<file path="src/hdl/ircm_consts.vh">
/*
  Constants for the infrared carrier modulator core: register offsets,
  field positions, reset values and timing figures.
  Assumes inclusion by bare name from design files under hdl/.
*/
`ifndef IRCM_CONSTS_VH
`define IRCM_CONSTS_VH

// ----------------------------------------
// Register byte offsets
// ----------------------------------------
`define IRCM_OFS_CTRL 12'h000
`define IRCM_OFS_CARRIER_PRI 12'h004
`define IRCM_OFS_CARRIER_SEC 12'h008
`define IRCM_OFS_MARK 12'h00C
`define IRCM_OFS_SPACE 12'h010
`define IRCM_OFS_STATUS 12'h014

// ----------------------------------------
// Control register fields
// ----------------------------------------
`define IRCM_CTRL_GEN_EN 0
`define IRCM_CTRL_FORCE 1
`define IRCM_CTRL_DUAL 2
`define IRCM_CTRL_EXGAP 3
`define IRCM_CTRL_PRESC_LO 4
`define IRCM_CTRL_PRESC_HI 5
`define IRCM_CTRL_LATCH 6
`define IRCM_CTRL_MASK 32'h0000007F

// ----------------------------------------
// Carrier count fields (high in low byte, low in next byte)
// ----------------------------------------
`define IRCM_CNT_HIGH_LO 0
`define IRCM_CNT_HIGH_HI 7
`define IRCM_CNT_LOW_LO 8
`define IRCM_CNT_LOW_HI 15

// ----------------------------------------
// Reset values and counts
// ----------------------------------------
`define IRCM_RST_CTRL 7'h00
`define IRCM_RST_COUNT 8'h01
`define IRCM_RST_PERIOD 16'h0000
`define IRCM_CNT_RESTART 8'h01
`define IRCM_MOD_DIV 3'h7

`endif

</file>
<file path="src/hdl/ircm_carrier_gen.v">
/*
  Carrier generator: 8-bit high/low up counter with a primary and a
  secondary count set.
  Assumes tick is a one-cycle pulse at the prescaled rate and that all
  count values are non-zero.
*/
`timescale 1ns/1ps
`include "ircm_consts.vh"

module ircm_carrier_gen #(
  parameter CW = 8
) (
  input wire pclk,
  input wire presetn,
  input wire run,
  input wire tick,
  input wire use_sec,
  input wire [CW-1:0] pri_high,
  input wire [CW-1:0] pri_low,
  input wire [CW-1:0] sec_high,
  input wire [CW-1:0] sec_low,
  output reg carrier_q,
  output reg period_end_q
);

  reg [CW-1:0] cnt_q;
  reg high_sel_q;
  wire [CW-1:0] cmp_val;
  wire [CW-1:0] cnt_inc;
  wire match;

  // Selected set and half of the pair
  assign cmp_val = use_sec ? (high_sel_q ? sec_high : sec_low) :
                   (high_sel_q ? pri_high : pri_low);
  assign cnt_inc = cnt_q + {{(CW-1){1'b0}}, 1'b1};
  assign match = (cnt_q == cmp_val);

  always @(posedge pclk or negedge presetn) begin
    if (!presetn) begin
      cnt_q <= {{(CW-1){1'b0}}, 1'b1};
      high_sel_q <= 1'b1;
      carrier_q <= 1'b0;
      period_end_q <= 1'b0;
    end else begin
      period_end_q <= 1'b0;
      if (!run) begin
        // Fresh start each time the generator is re-enabled
        cnt_q <= `IRCM_CNT_RESTART;
        high_sel_q <= 1'b1;
        carrier_q <= 1'b0;
      end else if (tick) begin
        if (match) begin
          cnt_q <= `IRCM_CNT_RESTART;
          high_sel_q <= ~high_sel_q;
          carrier_q <= high_sel_q;
          period_end_q <= ~high_sel_q;
        end else begin
          cnt_q <= cnt_inc;
        end
      end
    end
  end

endmodule

</file>
<file path="src/hdl/ircm_core.v">
/*
  Infrared carrier modulator core: APB register slave, prescaler,
  carrier generator, modulator down counter and output pin stage.
  Assumes a single 125 MHz APB clock; APB master follows the usual
  setup/access sequence. Pin output is active high.
*/
// The placing of the registers and register access over APB were decided locally.
`timescale 1ns/1ps
`include "ircm_consts.vh"

module ircm_core #(
  parameter CW = 8,
  parameter MW = 16
) (
  input wire pclk,
  input wire presetn,
  input wire psel,
  input wire penable,
  input wire pwrite,
  input wire [11:0] paddr,
  input wire [31:0] pwdata,
  output reg [31:0] prdata,
  output reg pready,
  output reg pslverr,
  output reg infrared_out_pin
);

  // ----------------------------------------
  // Register file
  // ----------------------------------------
  reg [6:0] ctrl_q;
  reg [2*CW-1:0] cpri_q;
  reg [2*CW-1:0] csec_q;
  reg [MW-1:0] mark_buf_q;
  reg [MW-1:0] space_buf_q;
  wire access;
  wire wr;
  wire hit;
  reg [31:0] rdata_d;

  wire generator_enable;
  wire carrier_force_level_mode;
  wire dual_freq_select;
  wire extended_gap_enable;
  wire [1:0] clock_prescale_select;
  wire pin_latch_value;

  assign generator_enable = ctrl_q[`IRCM_CTRL_GEN_EN];
  assign carrier_force_level_mode = ctrl_q[`IRCM_CTRL_FORCE];
  assign dual_freq_select = ctrl_q[`IRCM_CTRL_DUAL];
  assign extended_gap_enable = ctrl_q[`IRCM_CTRL_EXGAP];
  assign clock_prescale_select = ctrl_q[`IRCM_CTRL_PRESC_HI:`IRCM_CTRL_PRESC_LO];
  assign pin_latch_value = ctrl_q[`IRCM_CTRL_LATCH];

  // Modulator state, declared early for the status read
  reg active_q;
  reg gate_q;
  reg sec_set_q;
  reg exgap_cycle_q;
  reg mod_out_q;

  assign access = psel && penable;
  assign wr = access && pwrite;
  assign hit = (paddr == `IRCM_OFS_CTRL) || (paddr == `IRCM_OFS_CARRIER_PRI) ||
               (paddr == `IRCM_OFS_CARRIER_SEC) || (paddr == `IRCM_OFS_MARK) ||
               (paddr == `IRCM_OFS_SPACE) || (paddr == `IRCM_OFS_STATUS);

  always @* begin
    rdata_d = 32'h00000000;
    case (paddr)
      `IRCM_OFS_CTRL: rdata_d = {25'h0000000, ctrl_q};
      `IRCM_OFS_CARRIER_PRI: rdata_d = {16'h0000, cpri_q};
      `IRCM_OFS_CARRIER_SEC: rdata_d = {16'h0000, csec_q};
      `IRCM_OFS_MARK: rdata_d = {16'h0000, mark_buf_q};
      `IRCM_OFS_SPACE: rdata_d = {16'h0000, space_buf_q};
      `IRCM_OFS_STATUS: rdata_d = {27'h0000000, mod_out_q, exgap_cycle_q,
                                   sec_set_q, gate_q, active_q};
      default: rdata_d = 32'h00000000;
    endcase
  end

  // One wait state: pready rises in the second access cycle
  always @(posedge pclk or negedge presetn) begin
    if (!presetn) begin
      ctrl_q <= `IRCM_RST_CTRL;
      cpri_q <= {`IRCM_RST_COUNT, `IRCM_RST_COUNT};
      csec_q <= {`IRCM_RST_COUNT, `IRCM_RST_COUNT};
      mark_buf_q <= `IRCM_RST_PERIOD;
      space_buf_q <= `IRCM_RST_PERIOD;
      prdata <= 32'h00000000;
      pready <= 1'b0;
      pslverr <= 1'b0;
    end else begin
      pready <= access && !pready;
      pslverr <= access && !pready && !hit;
      prdata <= (access && !pready && !pwrite) ? rdata_d : 32'h00000000;
      if (wr && !pready) begin
        case (paddr)
          `IRCM_OFS_CTRL: ctrl_q <= pwdata[6:0];
          `IRCM_OFS_CARRIER_PRI: cpri_q <= pwdata[2*CW-1:0];
          `IRCM_OFS_CARRIER_SEC: csec_q <= pwdata[2*CW-1:0];
          `IRCM_OFS_MARK: mark_buf_q <= pwdata[MW-1:0];
          `IRCM_OFS_SPACE: space_buf_q <= pwdata[MW-1:0];
          default: ctrl_q <= ctrl_q;
        endcase
      end
    end
  end

  // ----------------------------------------
  // Prescaler
  // ----------------------------------------
  reg [2:0] pre_q;
  reg [2:0] pre_mask;
  wire pre_tick;

  always @* begin
    case (clock_prescale_select)
      2'h0: pre_mask = 3'h0;
      2'h1: pre_mask = 3'h1;
      2'h2: pre_mask = 3'h3;
      default: pre_mask = 3'h7;
    endcase
  end

  assign pre_tick = active_q && ((pre_q & pre_mask) == pre_mask);

  always @(posedge pclk or negedge presetn) begin
    if (!presetn) begin
      pre_q <= 3'h0;
    end else if (!active_q) begin
      pre_q <= 3'h0;
    end else begin
      pre_q <= pre_q + 3'h1;
    end
  end

  // ----------------------------------------
  // Carrier generator
  // ----------------------------------------
  wire carrier_raw;
  wire carrier_period_end;
  wire carrier_run;
  wire carrier_signal;

  // Clock gating is modelled as a run qualifier; no gated clock is built
  assign carrier_run = active_q && !carrier_force_level_mode;

  ircm_carrier_gen #(
    .CW(CW)
  ) u_carrier (
    .pclk(pclk),
    .presetn(presetn),
    .run(carrier_run),
    .tick(pre_tick),
    .use_sec(sec_set_q),
    .pri_high(cpri_q[`IRCM_CNT_HIGH_HI:`IRCM_CNT_HIGH_LO]),
    .pri_low(cpri_q[`IRCM_CNT_LOW_HI:`IRCM_CNT_LOW_LO]),
    .sec_high(csec_q[`IRCM_CNT_HIGH_HI:`IRCM_CNT_HIGH_LO]),
    .sec_low(csec_q[`IRCM_CNT_LOW_HI:`IRCM_CNT_LOW_LO]),
    .carrier_q(carrier_raw),
    .period_end_q(carrier_period_end)
  );

  assign carrier_signal = carrier_force_level_mode ? 1'b1 : carrier_raw;

  // ----------------------------------------
  // Modulator
  // ----------------------------------------
  reg [2:0] mdiv_q;
  reg [MW:0] down_q;
  reg [MW-1:0] space_q;
  wire fsk_mode;
  wire mod_tick;
  wire cycle_end;
  wire [MW-1:0] down_cpl;
  wire [MW:0] down_nxt;

  assign fsk_mode = dual_freq_select && !carrier_force_level_mode;
  // Carrier periods in dual mode, prescaled clock over eight otherwise
  assign mod_tick = fsk_mode ? carrier_period_end :
                    (pre_tick && mdiv_q == `IRCM_MOD_DIV);
  assign down_nxt = down_q - {{MW{1'b0}}, 1'b1};
  assign down_cpl = ~down_nxt[MW-1:0];
  // Compare the value the tick would leave; a zero space ends at underflow
  assign cycle_end = mod_tick && down_nxt[MW] && (down_cpl == space_q);

  always @(posedge pclk or negedge presetn) begin
    if (!presetn) begin
      active_q <= 1'b0;
      mdiv_q <= 3'h0;
      down_q <= {(MW+1){1'b0}};
      space_q <= `IRCM_RST_PERIOD;
      gate_q <= 1'b0;
      sec_set_q <= 1'b0;
      exgap_cycle_q <= 1'b0;
    end else if (!active_q) begin
      mdiv_q <= 3'h0;
      gate_q <= 1'b0;
      sec_set_q <= 1'b0;
      if (generator_enable) begin
        active_q <= 1'b1;
        down_q <= {1'b0, mark_buf_q};
        space_q <= space_buf_q;
        exgap_cycle_q <= extended_gap_enable;
        gate_q <= 1'b1;
      end
    end else begin
      if (pre_tick) begin
        mdiv_q <= mdiv_q + 3'h1;
      end
      if (cycle_end) begin
        if (!generator_enable) begin
          active_q <= 1'b0;
          gate_q <= 1'b0;
        end else begin
          down_q <= {1'b0, mark_buf_q};
          space_q <= space_buf_q;
          exgap_cycle_q <= extended_gap_enable;
          gate_q <= 1'b1;
          if (fsk_mode) begin
            sec_set_q <= ~sec_set_q;
          end
        end
      end else if (mod_tick) begin
        // Counts mark+1 ticks down to underflow, then space ticks more
        down_q <= down_nxt;
        if (!down_q[MW] && down_q[MW-1:0] == {MW{1'b0}}) begin
          gate_q <= 1'b0;
        end
      end
    end
  end

  // ----------------------------------------
  // Transmitter output
  // ----------------------------------------
  always @(posedge pclk or negedge presetn) begin
    if (!presetn) begin
      mod_out_q <= 1'b0;
      infrared_out_pin <= 1'b0;
    end else begin
      // Baseband: carrier_signal is constant high, so pin follows gate unless exgap_cycle_q blanks the cycle
      mod_out_q <= active_q && gate_q && !exgap_cycle_q && carrier_signal;
      if (generator_enable || active_q) begin
        infrared_out_pin <= mod_out_q;
      end else begin
        infrared_out_pin <= pin_latch_value;
      end
    end
  end

endmodule

</file>
<file path="config.mk">
export PLATFORM = sky130hd
export DESIGN_NAME = ircm_core
export DESIGN_NICKNAME = d
export VERILOG_FILES = /design/src/hdl/ircm_carrier_gen.v /design/src/hdl/ircm_core.v
export VERILOG_INCLUDE_DIRS = /design/src /design/src/hdl
export SDC_FILE = /design/constraint.sdc
export NUM_CORES = 1
export LEC_CHECK = 0
export ABC_CLOCK_PERIOD_IN_PS = 5000
export BUFFER_PORTS_ARGS = -buffer_cell sky130_fd_sc_hd__buf_2
export CORE_MARGIN = 2
export CORE_UTILIZATION = 36
export CTS_CLUSTER_DIAMETER = 60
export DETAILED_ROUTE_END_ITERATION = 10
export PLACE_DENSITY = 0.63
export SLEW_MARGIN = 20
export SYNTH_ARGS = -nofsm -noshare
export SYNTH_HDL_FRONTEND = slang
export SYNTH_HIERARCHICAL = 1
export SYNTH_SLANG_ARGS = --single-unit
</file>
<file path="constraint.sdc">
create_clock -name pclk -period 5 [get_ports pclk]
set_input_delay 1 -clock pclk [delete_from_list [all_inputs] [get_ports pclk]]
set_output_delay 1 -clock pclk [all_outputs]
set_load 0.02 [all_outputs]
</file>
Word level (Yosys, flattened, before mapping)
Cells that the tools add are included.
{"block": "op_classes", "add_sub_neg": 4, "n_mul": 0, "div_mod_pow": 0, "magnitude_cmp": 0, "n_eq_ne": 19, "shift": 0, "mux": 45, "n_bitwise": 4, "n_reduce_logical": 39}
{"op": "case mux 16 bit (6 select lines)", "count": 1}
{"op": "two-way mux 17 bit", "count": 4}
{"op": "two-way mux 16 bit", "count": 3}
{"op": "two-way mux 8 bit", "count": 6}
{"op": "two-way mux 32 bit", "count": 1}
{"op": "two-way mux 1 bit", "count": 26}
{"op": "== test 12 x 4 -> 1 bit (second input constant)", "count": 2}
{"op": "== test 12 x 5 -> 1 bit (second input constant)", "count": 2}
{"op": "subtractor 17 x 1 -> 17 bit (second input constant)", "count": 1}
{"op": "== test 16 bit", "count": 1}
{"op": "logical AND 1 bit", "count": 16}
{"op": "logical NOT 16 bit", "count": 1}
{"op": "NOT 16 bit", "count": 1}
{"op": "AND reduction 2 bit", "count": 7}
{"op": "== test 12 x 3 -> 1 bit (second input constant)", "count": 1}
{"op": "logical NOT 12 bit", "count": 1}
{"op": "two-way mux 3 bit", "count": 3}
{"op": "case mux 3 bit (3 select lines)", "count": 1}
{"op": "adder 8 x 1 -> 8 bit (second input constant)", "count": 1}
{"op": "== test 8 bit", "count": 1}
{"op": "adder 3 x 1 -> 3 bit (second input constant)", "count": 2}
{"op": "logical NOT 1 bit", "count": 6}
{"op": "logical OR 1 bit", "count": 6}
{"op": "!= test 2 x 1 -> 1 bit (second input constant)", "count": 3}
{"op": "other kinds (10)", "count": 14}
{"block": "totals", "register_bits": 161, "latch_bits": 0, "ram_bits": 0, "romBits": 0, "in_bits": 49, "output_inout_bits": 35, "word_cells": 133, "mem_count": 0}

Depth between registers and ports, before layout
{"block": "logic_depth", "ltp_word": 11, "mapped_depth": 14, "ltp_nobuf": 10}

Cells and area by module
Netlist, hierarchy kept.
{"mod": "ircm_core", "instances": 1, "cells_per_inst": 598, "area_per_inst_um2": 6757.7, "seq_area_each_um2": 3358.2}
{"mod": "ircm_carrier_gen", "instances": 1, "cells_per_inst": 71, "area_per_inst_um2": 850.8, "seq_area_each_um2": 277.8}

Least setup slack after synthesis
Ideal clock, no wire load.
{"block": "synth_timing", "path_type": "in2reg", "start": "in paddr[7]", "end": "reg csec_q[10]", "setup_time_ps": 125, "arrival_time_ps": 3399, "required_time_ps": 4875, "setup_slack_ps": 1477, "path_stages": 6, "n_path_buf": 1, "cell_sequence": "nor4_1 nand3_1 nor3b_1 nor3b_1 clkbuf_1 mux2_2"}
{"block": "synth_between", "elab_chain_cells": 2}
{"element": "start, declared", "line": "ircm_core.v:20", "source": "input wire [11:0] paddr,"}
{"element": "== test 12 x 4 -> 1 bit", "line": "ircm_core.v:98", "source": "case (paddr)"}
{"element": "AND reduction 2 bit (no source line)"}
{"element": "end signal, assigned", "line": "ircm_core.v:87", "source": "csec_q <= {`IRCM_RST_COUNT, `IRCM_RST_COUNT};"}
{"element": "end signal, assigned", "line": "ircm_core.v:101", "source": "`IRCM_OFS_CARRIER_SEC: csec_q <= pwdata[2*CW-1:0];"}
{"element": "end, declared", "line": "ircm_core.v:33", "source": "reg [2*CW-1:0] csec_q;"}
No other way between the ends.
A chain may end at the register's enable or synchronous reset.

Final worst setup path
{"block": "layout_timing", "start": "reg down_q[0]", "end": "reg down_q[15]"}
{"block": "layout_between", "elab_chain_cells": 6, "word_cells_on_any_way": 9, "cone_classes": "add/sub (1); eq/ne (2); mux (3); bitwise (1); reduce/logical (2)"}
{"element": "start, declared", "line": "ircm_core.v:171", "source": "reg [MW:0] down_q;"}
{"element": "start signal, assigned", "line": "ircm_core.v:192", "source": "down_q <= {(MW+1){1'b0}};"}
{"element": "start signal, assigned", "line": "ircm_core.v:203", "source": "down_q <= {1'b0, mark_buf_q};"}
{"element": "start signal, assigned", "line": "ircm_core.v:217", "source": "down_q <= {1'b0, mark_buf_q};"}
{"element": "subtractor 17 x 1 -> 17 bit *", "line": "ircm_core.v:183", "source": "assign down_nxt = down_q - {{MW{1'b0}}, 1'b1};"}
{"element": "NOT 16 bit", "line": "ircm_core.v:184", "source": "assign down_cpl = ~down_nxt[MW-1:0];"}
{"element": "== test 16 bit", "line": "ircm_core.v:186", "source": "assign cycle_end = mod_tick && down_nxt[MW] && (down_cpl == space_q);"}
{"element": "logical AND 1 bit", "line": "ircm_core.v:186"}
{"element": "two-way mux 17 bit", "line": "ircm_core.v:212", "source": "if (cycle_end) begin"}
{"element": "two-way mux 17 bit", "line": "ircm_core.v:197", "source": "end else if (!active_q) begin"}
Mark *: on every way between the ends. The rest lies on a longest branch, timed or not. The select of a mux whose other input is x is not followed.

==> flow_metrics.env <==
export IMPL_status="finished clean"
export IMPL_cts_root_buffer="clkbuf_16"
export IMPL_gr_usage_all_layers=0.1827
export IMPL_syn_cell_area_um2=7609
export IMPL_ir_worst_vdd_v=0.0002243
export IMPL_wl_met3_mm=1.027
export IMPL_min_from="exgap_cycle_q"
export IMPL_placed_area_um2=8054
export IMPL_area_growth_synth_to_final_pct=13.19
export IMPL_cts_resized=0
export IMPL_path_class="flip-flop to flip-flop"
export IMPL_syn_inst=669
export IMPL_first_pass_iters=5
export IMPL_detail_route_wl_per_cell_um=19.67
export IMPL_max_freq_mhz=245.7
export IMPL_top_layer="met4"
export IMPL_drtIter0Drc=467
export IMPL_wl_met2_mm=8.990
export IMPL_wl_met1_mm=9.314
export IMPL_maxSlewHeadroom=0.2677
export IMPL_dieArea_um2=22310
export IMPL_floorplan_initialDensity=0.3642
export IMPL_drc_errors=0
export IMPL_hp_class="flip-flop to flip-flop"
export IMPL_postCtsSetupBuffers=0
export IMPL_clockBufferDepth=2
export IMPL_avgSynthCellArea_um2=11.37
export IMPL_async_flop_share=1.000
export IMPL_nets=763
export IMPL_instances_no_fill=997
export IMPL_dp_hpwl_mm=13.54
export IMPL_crit_path_start="down_q[0]"
export IMPL_grt_pass1_wl_mm=30.75
export IMPL_post_route_period_util=0.8141
export IMPL_antenna_found_initial=0
export IMPL_dr_total_vias=5545
export IMPL_ys_seq_area_frac=0.4779
export IMPL_place_inst=965
export IMPL_drt_wl_total_mm=19.61
export IMPL_crit_end="down_q[15]"
export IMPL_gp_congestion=0.8474
export IMPL_worst_pin_slew_ps=1095
export IMPL_hold_violations=0
export IMPL_rows=53
export IMPL_fin_tns_setup_ps=0
export IMPL_final_antenna_net_count=0
export IMPL_ys_types=73
export IMPL_grt_pass1_vias=5249
export IMPL_synth_seq_cells=145
export IMPL_die_y_um=149.4
export IMPL_die_w_um=149.4
export IMPL_r2r_cells=9
export IMPL_cts_sinks=145
export IMPL_r2r_start="down_q[0]"
export IMPL_clkTransAtPathRegs_ps=60
export IMPL_worstReg2RegEnd="down_q[15]"
export IMPL_rsz0062_at_grt="no"
export IMPL_end_kind="flip-flop"
export IMPL_synth_main_ff_cell="dfrtp_1"
export IMPL_htree_levels=4
export IMPL_cts_inserted_buffers=17
export IMPL_fin_area_um2=8612
export IMPL_synth_edf_count=0
export IMPL_overflow=0
export IMPL_powerDensity_nw_per_um2=353.3
export IMPL_synth_warnings=6
export IMPL_ctsHoldBuffers=0
export IMPL_power_leakage_nw=4.000
export IMPL_insertion_delay_ps=430
export IMPL_reg2reg_slack_ps=930
export IMPL_antenna_cells=0
export IMPL_pin_count=84
export IMPL_drv_slew=0
export IMPL_grt_max_degree=95
export IMPL_period_needed_ps=4071
export IMPL_arrival_ps=4380
export IMPL_mostFrequentLayoutCells="dfrtp_1 (139), mux2_2 (101), nor2_1 (51)"
export IMPL_setup_viol=0
export IMPL_critPathMaxFanout=17
export IMPL_core_um2=20890
export IMPL_final_common_cell="dfrtp_1"
export IMPL_layout_drive_gt1_share=0.3102
export IMPL_skew_ps=10.98
export IMPL_maxCapViolCount=0
export IMPL_startpoint_type="flip-flop"
export IMPL_required_ps=5310
export IMPL_cts_tree="done"
export IMPL_io_buffer_count=51
export IMPL_via_per_inst=5.562
-- how the worst min path moves through the flow --
stage                 to  cells past startpoint
5_1_grt        mod_out_q                      1
3_3_place_gp   mod_out_q                      1
3_5_place_dp    pre_q[0]                      1
2_1_floorplan  mod_out_q                      1
6_report       mod_out_q                      1
4_1_cts        mod_out_q                      1
-- per-layer routing --
layer  up-vias  track usage
li1       2528            -
met1      2824       0.2737
met2       177       0.2718
met3        16      0.02599
met4         0      0.05857
met5         -            0
-- report_power, final --
part,total (mW),internal [mW],switching (mW)
clock network,1.22,0.691,0.527
logic,0.531,0.227,0.304
registers,1.29,1.20,0.0890
-- through the flow --
stage                     utilization  hold WS, ps  setup slack (ps)  total power, mW
after global placement         0.3856        461.1              1007            1.829
after global routing           0.4123        487.4             674.8            3.187
after CTS                      0.4123        471.3             941.5            3.057
after detailed placement       0.3856        461.0             948.3            1.834
final                          0.4123        475.4             929.3            3.043
after floorplan                     -        431.6              1477            1.715
-- synth_stat cells (all sizes together), types with 6 or more instances --
cell	count	area [um^2]
a22oi	8	60.06
buf	32	226.5
nand3	15	75.07
xor2	11	96.34
dfrtp	139	3478
clkbuf	26	97.59
o21ai	8	40.04
nor2	51	191.4
xnor2	22	192.7
nor3	33	181.4
mux2	102	1152
inv	7	26.28
nor3b	7	52.55
nand2	41	153.9
nand4	6	43.79
mux4	8	206.5
mux2i	9	90.09
dfstp	6	157.7
a21oi	19	95.09
a211oi	9	72.57
nor4	9	68.81
and3	7	46.29
a222oi	11	110.1
nand2b	6	37.54
-- kinds of logic after synthesis --
group,after synthesis,share of synthesized area
DFF,145,0.4779
AOI/OAI and AO/OA,99,0.09670
and+or+nand+nor,199,0.1381
xor gates and xnor gates,34,0.04111
buffers and inverters,67,0.04703
adders and majority gates,5,0.008222
muxes,119,0.1904
other,1,0.0004929
-- worst max-delay path, cell delays in order (launching register included) --
cell,delay [ps]
dfrtp_1,510
inv_1,100
ha_1,360
or3b_1,470
or4_4,510
a211oi_2,220
nand4_1,140
o41a_2,670
nand2b_1,570
o211a_1,400
-- cell type report --
cell class	instances	area (um^2)
Clock buffer	18	429.2
Clock inverter	14	128.9
Fill cell	2013	12280
Inverter	9	33.78
Multi-Input combinational cell	472	3681
Sequential cell	145	3636
Tap cell	275	344.1
Timing Repair Buffer	64	359.1
-- sequential cells by signal, indices dropped and copies added, names as in the netlist, 3 cells and up --
signal / cells
down_q: 17
cpri_q: 16
csec_q: 16
mark_buf_q: 16
prdata: 16
space_buf_q: 16
space_q: 16
u_carrier/cnt_q: 8
ctrl_q: 7
mdiv_q: 3
pre_q: 3
No activity file was read; power rests on OpenSTA's default activity.
